### src/rssd_pkg.sv
// Purpose: shared constants and types of the rotate/subtract/skip datapath
// Assumes: 8-bit data, operations coded by the instruction decoder
// Notes:   flag vector order is watchdog, power-down, wrap, zero, half, carry
package rssd_pkg;

	localparam int unsigned DATA_W  = 8;
	localparam int unsigned OP_W    = 5;
	localparam int unsigned FLAG_W  = 6;

	// flag positions
	localparam int unsigned FLAG_C    = 0;
	localparam int unsigned FLAG_HALF = 1;
	localparam int unsigned FLAG_Z    = 2;
	localparam int unsigned FLAG_WRAP = 3;
	localparam int unsigned FLAG_PD   = 4;
	localparam int unsigned FLAG_WDOG = 5;

	localparam logic [DATA_W-1:0] ACC_RESET   = 8'h00;
	localparam logic [FLAG_W-1:0] FLAGS_RESET = 6'h00;
	localparam logic [DATA_W-1:0] ALL_ONES    = 8'hFF;
	localparam logic [DATA_W-1:0] ONE         = 8'h01;

	// execute cycles
	localparam int unsigned CYC_NORMAL = 1;
	localparam int unsigned CYC_SKIP   = 2;

	typedef enum logic [OP_W-1:0] {
		rotate_left_via_carry_mem        = 5'h00,
		rotate_left_via_carry_to_accum   = 5'h01,
		rotate_right_mem                 = 5'h02,
		rotate_right_to_accum            = 5'h03,
		right_rotate_via_carry_mem       = 5'h04,
		right_rotate_via_carry_to_accum  = 5'h05,
		minus_with_borrow                = 5'h06,
		minus_with_borrow_to_mem         = 5'h07,
		minus_operand                    = 5'h08,
		minus_operand_to_mem             = 5'h09,
		minus_immediate                  = 5'h0A,
		decrement_then_skip_zero         = 5'h0B,
		decrement_then_skip_zero_accum   = 5'h0C,
		increment_then_skip_zero         = 5'h0D,
		increment_then_skip_zero_accum   = 5'h0E,
		bit_test_skip_nonzero            = 5'h0F,
		fill_byte                        = 5'h10,
		set_bit                          = 5'h11,
		nibble_exchange                  = 5'h12
	} rssd_op_t;

	typedef enum logic [0:0] {
		RSSD_RUN   = 1'b0,
		RSSD_DUMMY = 1'b1
	} rssd_state_t;

endpackage

### src/rssd_sub.sv
// Purpose: 8-bit adder for subtract forms, a + ~b + cin with flags
// Assumes: caller inverts nothing; inversion done here
// Notes:   purely combinational
`timescale 1ns/1ps
module rssd_sub
	import rssd_pkg::*;
(
	input  wire logic [DATA_W-1:0] a,
	input  wire logic [DATA_W-1:0] b,
	input  wire logic              cin,
	output logic      [DATA_W-1:0] sum,
	output logic                   cout,
	output logic                   half,
	output logic                   wrap
);

	logic [4:0] low;
	logic [8:0] full;
	logic [7:0] nb;

	always_comb begin
		nb   = ~b;
		low  = {1'b0, a[3:0]} + {1'b0, nb[3:0]} + {4'h0, cin};
		full = {1'b0, a} + {1'b0, nb} + {8'h00, cin};
		sum  = full[7:0];
		cout = full[8];
		half = low[4];
		wrap = (a[7] == nb[7]) && (full[7] != a[7]);
	end

endmodule

### src/rssd_core.sv
// Purpose: execute datapath for rotate, subtract, skip, set and swap ops
// Assumes: decoder gives op, operand, immediate, bit index, start pulse
// Notes:   result is registered; skip holds a dummy cycle
//
// Overview of operation
// - rotate left through carry, result to memory
// - same left rotate, result to accumulator
// - rotate memory right, bit 0 wraps
// - right rotate into accumulator, memory kept
// - rotate right through carry, result to memory
// - same right rotate, result to accumulator
// - subtract with borrow, four arithmetic flags
// - subtract memory without borrow, four flags
// - subtract immediate into accumulator, four flags
// - true skip discards prefetch, two cycles
// - decrement memory, skip when zero
// - decrement into accumulator, skip when zero
// - increment memory, skip when zero
// - increment into accumulator, skip when zero
// - skip when selected memory bit set
// - fill memory byte with all ones
// - set selected memory bit to one
// - exchange nibbles of memory byte
`timescale 1ns/1ps
module rssd_core
	import rssd_pkg::*;
(
	input  wire logic              clk,
	input  wire logic              arst_n,
	input  wire logic              start,
	input  wire logic [OP_W-1:0]   op,
	input  wire logic [DATA_W-1:0] mem_rd_data,
	input  wire logic [DATA_W-1:0] imm,
	input  wire logic [2:0]        bit_sel,
	output logic      [DATA_W-1:0] acc,
	output logic      [FLAG_W-1:0] flags,
	output logic                   mem_wr,
	output logic      [DATA_W-1:0] mem_wr_data,
	output logic                   discard_prefetch,
	output logic                   busy,
	output logic                   done
);

	// ************************************************************
	// helper functions
	// ************************************************************
	function automatic logic is_zero(input logic [DATA_W-1:0] v);
		return v == 8'h00;
	endfunction

	function automatic logic [DATA_W-1:0] bit_mask(input logic [2:0] i);
		return ONE << i;
	endfunction

	// ************************************************************
	// subtractor
	// ************************************************************
	logic [DATA_W-1:0] sub_b;
	logic              sub_cin;
	logic [DATA_W-1:0] sub_sum;
	logic              sub_cout;
	logic              sub_half;
	logic              sub_wrap;

	always_comb begin
		sub_b   = mem_rd_data;
		sub_cin = 1'b1;
		case (rssd_op_t'(op))
			minus_with_borrow,
			minus_with_borrow_to_mem: begin
				sub_cin = flags[FLAG_C];
			end
			minus_immediate: begin
				sub_b = imm;
			end
			default: begin
				sub_cin = 1'b1;
			end
		endcase
	end

	rssd_sub u_sub (
		.a    (acc),
		.b    (sub_b),
		.cin  (sub_cin),
		.sum  (sub_sum),
		.cout (sub_cout),
		.half (sub_half),
		.wrap (sub_wrap)
	);

	// ************************************************************
	// operation decode
	// ************************************************************
	rssd_state_t       state;
	rssd_state_t       next_state;
	logic [DATA_W-1:0] next_acc;
	logic [FLAG_W-1:0] next_flags;
	logic              next_mem_wr;
	logic [DATA_W-1:0] next_mem_wr_data;
	logic              next_discard;
	logic              next_busy;
	logic              next_done;
	logic [DATA_W-1:0] m;
	logic [DATA_W-1:0] dec_v;
	logic [DATA_W-1:0] inc_v;
	logic              skip;

	always_comb begin
		m                = mem_rd_data;
		dec_v            = m - ONE;
		inc_v            = m + ONE;
		skip             = 1'b0;
		next_state       = state;
		next_acc         = acc;
		next_flags       = flags;
		next_mem_wr      = 1'b0;
		next_mem_wr_data = mem_wr_data;
		next_discard     = 1'b0;
		next_busy        = 1'b0;
		next_done        = 1'b0;
		case (state)
			RSSD_RUN: begin
				if (start) begin
					next_done = 1'b1;
					case (rssd_op_t'(op))
						rotate_left_via_carry_mem: begin
							next_mem_wr      = 1'b1;
							next_mem_wr_data = {m[6:0], flags[FLAG_C]};
							next_flags[FLAG_C] = m[7];
						end
						rotate_left_via_carry_to_accum: begin
							next_acc = {m[6:0], flags[FLAG_C]};
							next_flags[FLAG_C] = m[7];
						end
						rotate_right_mem: begin
							next_mem_wr      = 1'b1;
							next_mem_wr_data = {m[0], m[7:1]};
						end
						rotate_right_to_accum: begin
							next_acc = {m[0], m[7:1]};
						end
						right_rotate_via_carry_mem: begin
							next_mem_wr      = 1'b1;
							next_mem_wr_data = {flags[FLAG_C], m[7:1]};
							next_flags[FLAG_C] = m[0];
						end
						right_rotate_via_carry_to_accum: begin
							next_acc = {flags[FLAG_C], m[7:1]};
							next_flags[FLAG_C] = m[0];
						end
						minus_with_borrow,
						minus_operand,
						minus_immediate: begin
							next_acc = sub_sum;
							next_flags[FLAG_C]    = sub_cout;
							next_flags[FLAG_HALF] = sub_half;
							next_flags[FLAG_Z]    = is_zero(sub_sum);
							next_flags[FLAG_WRAP] = sub_wrap;
						end
						minus_with_borrow_to_mem,
						minus_operand_to_mem: begin
							next_mem_wr      = 1'b1;
							next_mem_wr_data = sub_sum;
							next_flags[FLAG_C]    = sub_cout;
							next_flags[FLAG_HALF] = sub_half;
							next_flags[FLAG_Z]    = is_zero(sub_sum);
							next_flags[FLAG_WRAP] = sub_wrap;
						end
						decrement_then_skip_zero: begin
							next_mem_wr      = 1'b1;
							next_mem_wr_data = dec_v;
							skip             = is_zero(dec_v);
						end
						decrement_then_skip_zero_accum: begin
							next_acc = dec_v;
							skip     = is_zero(dec_v);
						end
						increment_then_skip_zero: begin
							next_mem_wr      = 1'b1;
							next_mem_wr_data = inc_v;
							skip             = is_zero(inc_v);
						end
						increment_then_skip_zero_accum: begin
							next_acc = inc_v;
							skip     = is_zero(inc_v);
						end
						bit_test_skip_nonzero: begin
							skip = m[bit_sel];
						end
						fill_byte: begin
							next_mem_wr      = 1'b1;
							next_mem_wr_data = ALL_ONES;
						end
						set_bit: begin
							next_mem_wr      = 1'b1;
							next_mem_wr_data = m | bit_mask(bit_sel);
						end
						nibble_exchange: begin
							next_mem_wr      = 1'b1;
							next_mem_wr_data = {m[3:0], m[7:4]};
						end
						default: begin
							next_done = 1'b0;
						end
					endcase
					if (skip) begin
						next_discard = 1'b1;
						next_busy    = 1'b1;
						next_done    = 1'b0;
						next_state   = RSSD_DUMMY;
					end
				end
			end
			RSSD_DUMMY: begin
				next_done  = 1'b1;
				next_state = RSSD_RUN;
			end
			default: begin
				next_state = RSSD_RUN;
			end
		endcase
	end

	// ************************************************************
	// state registers
	// ************************************************************
	always_ff @(posedge clk or negedge arst_n) begin
		if (!arst_n) begin
			state            <= RSSD_RUN;
			acc              <= ACC_RESET;
			flags            <= FLAGS_RESET;
			mem_wr           <= 1'b0;
			mem_wr_data      <= ACC_RESET;
			discard_prefetch <= 1'b0;
			busy             <= 1'b0;
			done             <= 1'b0;
		end else begin
			state            <= next_state;
			acc              <= next_acc;
			flags            <= next_flags;
			mem_wr           <= next_mem_wr;
			mem_wr_data      <= next_mem_wr_data;
			discard_prefetch <= next_discard;
			busy             <= next_busy;
			done             <= next_done;
		end
	end

endmodule

### config.mk
export PLATFORM = sky130hd
export DESIGN_NAME = rssd_core
export DESIGN_NICKNAME = d
export VERILOG_FILES = /design/src/rssd_pkg.sv /design/src/rssd_sub.sv /design/src/rssd_core.sv
export SDC_FILE = /design/constraint.sdc
export NUM_CORES = 1
export LEC_CHECK = 0
export BUFFER_PORTS_ARGS = -buffer_cell sky130_fd_sc_hd__buf_2
export CORE_UTILIZATION = 50
export CTS_BUF_LIST = sky130_fd_sc_hd__clkbuf_2 sky130_fd_sc_hd__clkbuf_4 sky130_fd_sc_hd__clkbuf_8
export DETAILED_ROUTE_END_ITERATION = 8
export PLACE_DENSITY = 0.82
export SKIP_CTS_REPAIR_TIMING = 1
export SLEW_MARGIN = 20
export SYNTH_ARGS = -nofsm -noshare
export SYNTH_HDL_FRONTEND = slang
export SYNTH_HIERARCHICAL = 1
export SYNTH_SLANG_ARGS = --single-unit
### constraint.sdc
create_clock -name clk -period 2.6 [get_ports clk]
set_input_delay 0.78 -clock clk [delete_from_list [all_inputs] [get_ports clk]]
set_output_delay 0.78 -clock clk [all_outputs]
set_load 0.02 [all_outputs]
Word-level counts from Yosys, hierarchy flattened --
Index checks and enable logic that the tools add are counted.
Word-level totals: bits in registers 24, bits of input ports 27, logic and storage cells 82, output and inout port bits 26
Cells by class: magnitude comparators 1, shift-type cells 1, add/subtract/negate cells 6, mux-type cells 21, bitwise gates (word level) 3, equality and inequality tests 20, reduce and logical (&&, ||, !) cells 22
Operators with widths (number):
- case mux 8 bit (9 select lines) | 1
- case mux 8 bit (6 select lines) | 1
- equality test 5 x 4 -> 1 bit, second input constant | 8
- logical NOT 8 bit | 3
- equality test 5 x 3 -> 1 bit, second input constant | 4
- OR reduction 19 bit | 1
- equality test 5 bit, second input constant | 3
- two-way mux 1 bit | 13
- AND reduction 3 bit | 4
- OR reduction 2 bit | 6
- equality test 5 x 2 -> 1 bit, second input constant | 2
- OR reduction 10 bit | 1
- adder 8 x 8 -> 9 bit | 1
- adder 9 x 1 -> 9 bit | 1
- nonzero test 9 bit | 1
- adder 8 x 1 -> 8 bit, second input constant | 1
- two-way mux 8 bit | 1
- NOT 8 bit | 1
- bitwise OR 8 bit | 1
- << shifter 1 x 3 -> 8 bit, first input constant | 1
- subtractor 8 x 1 -> 8 bit, second input constant | 1
- case mux 1 bit (3 select lines) | 2
- nonzero test 6 bit | 1
- adder 4 x 4 -> 5 bit | 1
- 13 further kinds | 14

Depth between registers and ports, before layout --
Gate-level depths: netlist of the first run.
depth after elaboration 8, depth in mapped cells 15, depth with buffers taken out 13

Cells and area by module --
Netlist of the first run, hierarchy kept.
Modules (own cells, without submodules):
- rssd_core | cells an instance 326, sequential area each 575.6 µm², area an instance 2507.4 µm², times used 1
- rssd_sub | cells an instance 56, sequential area each 0.0 µm², area an instance 414.1 µm², times used 1

Worst setup path after synthesis of the first run --
OpenSTA, ideal clock, no wires.
kind input -> register, from input port op[1], to register mem_wr_data[6], slack -1.385 ns, setup time 0.136 ns, path buffers 3, cell stages on the path 14, arrival 3.848 ns, data required time 2.464 ns, cells stage by stage buf_2 -> buf_2 -> buf_2 -> nand3b_1 -> mux2_2 -> fa_1 -> fa_1 -> nor2b_1 -> o31a_1 -> o31ai_1 -> a21boi_1 -> a221o_1 -> o32ai_1 -> o21ai_0
Between the ends: word-level cells in the longest chain between the ends 6, elaborated cells between the ends (all ways) 22, classes of those cells 2 x add/sub; 11 x eq/ne; 3 x mux; 1 x bitwise; 5 x reduce/logical
Ends and longest elaborated chain:
- from (decl) | RTL line rssd_core.sv:31 | input wire logic [OP_W-1:0] op,
- equality test 5 x 4 -> 1 bit | RTL line rssd_core.sv:68 | case (rssd_op_t'(op))
- two-way mux 8 bit | RTL line rssd_core.sv:68
- via sub_b[0] | RTL line rssd_core.sv:58 | logic [DATA_W-1:0] sub_b;
- NOT 8 bit | RTL line rssd_sub.sv:22 | nb = ~b;
- adder 8 x 8 -> 9 bit | RTL line rssd_sub.sv:24 | full = {1'b0, a} + {1'b0, nb} + {8'h00, cin};
- adder 9 x 1 -> 9 bit | RTL line rssd_sub.sv:24
- via sub_sum[6] | RTL line rssd_core.sv:60 | logic [DATA_W-1:0] sub_sum;
- case mux 8 bit (9 select lines) | RTL line rssd_core.sv:126 | case (rssd_op_t'(op))
- to (signal assigned) | RTL line rssd_core.sv:243 | mem_wr_data <= next_mem_wr_data;
- to (decl) | RTL line rssd_core.sv:38 | output logic [DATA_W-1:0] mem_wr_data,
The timed path passes the listed nets, and every way through them passes these cells. A chain may end at the register's enable or synchronous reset.

Worst setup path in the final report of the first run --
from input port op[2], to register mem_wr_data[6]
Same word-level chain as after synthesis.

==> flow_metrics.tcl, run 1 <==
set metrics [dict create \
    status "finished, violations left" \
    violations "negative setup slack" \
    synth_cell_types 68 \
    path_cells "buf_6 > nor3b_4 > nand3b_1 > mux2_4 > fa_2 > fa_2 > nor2b_4 > o31a_1 > o31ai_2 > a21boi_4 > a221o_1 > o32ai_2 > o21ai_1" \
    placed_area_mm2 0.00363 \
    critPathSlowestCell "fa_2" \
    num_vias 3482 \
    die_h_um 78.4 \
    hold_viol 0 \
    grt_use_met2 0.593 \
    grt_pass1_vias 3334 \
    stdcell_count 545 \
    crit_type "in -> reg" \
    p_leak_nw 1.80 \
    worst_ep_arrival_time_ns 3.72 \
    finalWirelength_um 11000 \
    fmax_mhz 279 \
    setup_viol 19 \
    drt-initial-drc-count 378 \
    power.total_mw 2.19 \
    grt_usage 0.352 \
    clk_pin_slew_worst_paths_ns 0.09 \
    synth_compound_area_frac 0.297 \
    synth_edf_count 0 \
    rsz0062_at_grt "true" \
    post_drt_wl_per_cell_um 20.2 \
    crit_fanout 3 \
    max-cap-violations 0 \
    setup_tns_ns -13.44 \
    worstPathRequired_ns 2.74 \
    gp_congestion 1.03 \
    irDropWorstVdd_mv 0.404 \
    final.min_clock_period_ns 3.58 \
    port_buffers 50 \
    critPathLaunchType "primary input" \
    slew_viol_final 0 \
    viasPerCell 6.39 \
    ys_warn_count 6 \
    die_w_um 78.4 \
    grt_pass1_wl_um 16800 \
    start_util 0.524 \
    tightestPinTransition_ns 0.892 \
    grt_max_degree 26 \
    syn_area_mm2 0.00292 \
    nets 513 \
    hold_slack_ns 0.475 \
    synth_top_family_by_area "compound AO/OA/AOI/OAI gates" \
    grt_busiest_layer "met2" \
    worst_setup_path_end_kind "flip-flop" \
    seq_area_frac_synth 0.197 \
    place_inst 534 \
    rows 27 \
    use_met1 0.454 \
    relSlewSlack 0.400 \
    met3_usage 0.0628 \
    synth_cells 382 \
    drcViolationCount 0 \
    cts.sinks 23 \
    powerDensity_mw_per_mm2 545 \
    async_flop_share 1.00 \
    holdCritPathClass "reg -> reg" \
    ys_ff_latch 23 \
    syn_area_per_cell_um2 7.65 \
    ios 53 \
    dp_hpwl_um 8160 \
    cts_inserted_buffers 3 \
    clockBufferDepth 2 \
    syn2layout_area_growth_pct 37.6 \
    ant_nets 0 \
    grt_remaining_overflow 0 \
    dr.pass1.iters 5 \
    fin_ws_ns -0.979 \
    pre_cts_ws_ns -1.30 \
    synthAdderAreaFrac 0.0565 \
    skew_ns 0.00291 \
    synth_xor_area_frac 0.0510 \
    cts_tree "built" \
    cts-htree-levels 1 \
    synthMuxAreaShare 0.0651 \
    critPathMaxStageDelay_ns 0.43 \
    ctsRootBufferMaster "clkbuf_8" \
    cp_top_family "compound AO/OA/AOI/OAI gates" \
    final_core_util 0.721 \
    design_area_mm2 0.00402 \
    die_area_mm2 0.00615 \
    clk_latency_ns 0.26 \
    fin_crit_sh 1.38 \
    yosys.area_share.simple 0.250 \
    path_buf_inv 1 \
    drive_above_1_share 0.385 \
    num_antenna_cells 0 \
    core_area_mm2 0.00557 \
    r2r_setup_slack_ns -0.11 \
    antenna_found_initial 1 \
    synth-main-ff-cell "dfrtp_1" \
    cp_common_cell "fa_2" \
]
metal layers:
layer | vias up | wire length [um] | share of wire
met5 | - | 13 | 0.0012
met4 | 2 | 230 | 0.021
met3 | 23 | 982 | 0.089
met2 | 183 | 5300 | 0.48
met1 | 1678 | 4480 | 0.41
li1 | 1596 | - | -
tightest hold or removal path, cell delays in order, from the launching register on:
cell and delay (ns):
dfrtp_1 0.35, nand2_1 0.05, o31ai_1 0.05
flip-flops by register name (all words and copies together), names as in the netlist:
name         count
mem_wr_data      8
mem_wr           1
flags            4
acc              8
busy             1
done             1
cell usage after synthesis, types with 7 or more instances:
master     n  area (um2)
nor2b_1    9        56.3
xnor2_1    9        78.8
dfrtp_1   23         576
xor2_1     8        70.1
nand2b_1   7        43.8
nor2_1    31         116
ha_1      10         125
buf_2     10        50.1
nand3_1   10        50.1
a221oi_1   7        61.3
nand2_1   33         124
mux2_2    12         135
o31ai_1    9        67.6
a221o_1    7        70.1
a31oi_1    8        50.1
clkbuf_1  18        67.6
a21oi_1   15        75.1
inv_1     22        82.6
o21ai_0   21         105
nor3_1    10        50.1
cells in the final DEF, fill, tap and decap left out, drive strengths merged, types with 7 or more instances in the layout:
cell    netlist  layout
xor2          8       8
nor2b         9       9
buf          16     120
o31ai         9       9
mux2         13      13
nand2        33      33
nand3        10      10
a221oi        7       7
o21ai        23      23
a31oi         8       8
xnor2         9       9
ha           10      10
a21oi        16      16
nor3         11      11
inv          22      22
dfrtp        23      23
nor2         31      31
a221o         7       7
nand2b        7       7
cells by family (layout without fill, tap and decap cells):
kind of cell / after synthesis / count (layout)
flops: 23 / 23
buf+inv: 56 / 146
xor+xnor: 17 / 17
compound gates: 120 / 120
other cells: 1 / 2
fa+ha+maj: 12 / 12
mux: 17 / 17
simple gates: 136 / 136
final timing paths:
check / start / to / depth (start not counted)
max in group asynchronous: arst_n / done / 1
worst min register to register: mem_wr_data[2] / mem_wr_data[2] / 2
worst min-delay path: mem_wr_data[2] / mem_wr_data[2] / 2
min in group asynchronous: arst_n / mem_wr_data[4] / 1
worst max register to register: flags[0] / mem_wr_data[6] / 12
worst max-delay path: op[2] / mem_wr_data[6] / 13
area by class of cell:
class / count / area (um2)
Inverter: 22 / 85.1
Tap cell: 72 / 90.1
Sequential cell: 23 / 576
Clock buffer: 3 / 41.3
Fill cell: 445 / 1550
Clock inverter: 1 / 5.00
Timing Repair Buffer: 120 / 820
Multi-Input combinational cell: 304 / 2400
report_power, final:
group | leakage (nW) | switching, mW | internal (mW)
sequential | 0.291 | 0.0590 | 0.440
combinational | 1.48 | 0.799 | 0.665
clock | 0.0255 | 0.119 | 0.107
(Power assumes the default switching activity.)
==> run 2, diff against run 1 <==
CORE_UTILIZATION = 41   (was 50)
PLACE_DENSITY = 0.7   (was 0.82)
==> run 2 against run 1 <==
Against the previous run: the run still ends with negative setup slack left; final area decreased by 2.3%; via count decreased by 2.1%; combinational power decreased by 10%; total power decreased by 6.2%; largest cell class unchanged; core utilization decreased by 15 points.
==> flow_metrics.tcl, run 2 (synthesis gave the netlist of run 1 again) <==
set metrics [dict create \
    ant_nets 0 \
    power.total_mw 2.05 \
    grt_pass1_wl_um 16400 \
    gp_congestion 1.04 \
    worstPathRequired_ns 2.77 \
    fmax_mhz 286 \
    violations "negative setup slack" \
    status "finished, violations left" \
    r2r_setup_slack_ns -0.07 \
    dr.pass1.iters 5 \
    grt_max_degree 26 \
    crit_type "in -> reg" \
    nets 515 \
    irDropWorstVdd_mv 0.183 \
    skew_ns 0.00692 \
    cts.sinks 23 \
    rsz0062_at_grt "true" \
    ios 53 \
    grt_usage 0.287 \
    drive_above_1_share 0.364 \
    powerDensity_mw_per_mm2 523 \
    port_buffers 50 \
    crit_fanout 3 \
    placed_area_mm2 0.00373 \
    num_antenna_cells 0 \
    r2r_start "flags[0]" \
    final_cell_mix "68 x buf_4, 48 x buf_2, 33 x nand2_1" \
    r2r_cells 12 \
    drt-initial-drc-count 326 \
    worst_ep_arrival_time_ns 3.67 \
    design_area_mm2 0.00393 \
    grt_pass1_vias 3149 \
    setup_tns_ns -11.39 \
    antenna_found_initial 0 \
    num_vias 3410 \
    reg.largest.list "acc x8, mem_wr_data x8, flags x4" \
    die_area_mm2 0.00747 \
    cts_inserted_buffers 3 \
    critPathLaunchType "primary input" \
    p_leak_nw 1.78 \
    cts_tree "built" \
    worst_setup_path_end_kind "flip-flop" \
    fin_crit_sh 1.35 \
    max-cap-violations 0 \
    die_w_um 86.4 \
    slew_viol_final 0 \
    layout_commonest_cell "buf_4" \
    pre_cts_ws_ns -1.23 \
    setup_viol 18 \
    grt_remaining_overflow 0 \
    clk_pin_slew_worst_paths_ns 0.10 \
    regToRegEndpoint "mem_wr_data[6]" \
    core_area_mm2 0.00683 \
    relSlewSlack 0.514 \
    clockBufferDepth 2 \
    holdCritPathClass "in -> async" \
    tightestPinTransition_ns 0.722 \
    fin_ws_ns -0.900 \
    ctsRootBufferMaster "clkbuf_8" \
    drcViolationCount 0 \
    start_util 0.428 \
    cts-htree-levels 1 \
    dp_hpwl_um 8000 \
    hold_viol 0 \
    clk_latency_ns 0.28 \
    viasPerCell 5.97 \
    die_h_um 86.4 \
    post_drt_wl_per_cell_um 18.5 \
    rows 30 \
    finalWirelength_um 10500 \
    syn2layout_area_growth_pct 34.5 \
    final.min_clock_period_ns 3.50 \
]
run 2: cell count changes in the layout (fill, tap and decap cells not counted), moves of 2 or more:
cell | before | now
buf_6 | 7 | 3
a2111oi_4 | 4 | 0
nor4_4 | 2 | 0
o21ai_0 | 10 | 13
a2111oi_2 | 1 | 4
buf_4 | 64 | 68
o21ai_2 | 2 | 0
run 2: worst max-delay path by stage:
stage,start,to,cells past startpoint,slack [ns]
6_report,op[2],mem_wr_data[6],13,-0.90
5_1_grt,op[2],mem_wr_data[6],13,-1.0
4_1_cts,op[4],acc[6],14,-0.95
3_5_place_dp,op[4],acc[6],14,-1.23
3_3_place_gp,op[4],acc[6],14,-1.15
2_1_floorplan,op[1],mem_wr_data[6],14,-1.11
run 2: final cells by class:
cell class,count,area (um2)
flip-flops and latches,23,576
clock inverters,1,7.51
repair buffers,122,840
multi-input cells,304,2260
fillers,661,2900
well taps,96,120
clock buffers,3,41.3
inverters,22,82.6
run 2: through the flow:
step	std cells	util	hold WS (ns)
3_5_place_dp	565	0.546	0.470
5_1_grt	571	0.575	0.513
3_3_place_gp	565	0.546	0.462
6_report	571	0.575	0.483
2_1_floorplan	383	-	0.484
4_1_cts	569	0.553	0.492
run 2: per-layer routing:
metal  up-vias  track usage  share of wire
li1       1598            -              -
met4         0        0.102          0.028
met5         -            0              0
met2       176        0.466           0.46
met1      1613        0.389           0.43
met3        23       0.0381          0.079
run 2: critical path, stage by stage:
cell      delay, ns
buf_8          0.10
nor3b_4        0.21
nand3b_1       0.19
mux2_4         0.35
fa_2           0.39
fa_2           0.38
nor2b_4        0.14
o31a_1         0.17
o31ai_2        0.09
a21boi_4       0.16
a221o_1        0.37
o32ai_2        0.24
o21ai_1        0.09
run 2: where the power goes:
group	total, mW	internal [mW]	switching (mW)
Clock	0.246	0.109	0.137
Sequential	0.494	0.440	0.0535
Combinational	1.31	0.599	0.715
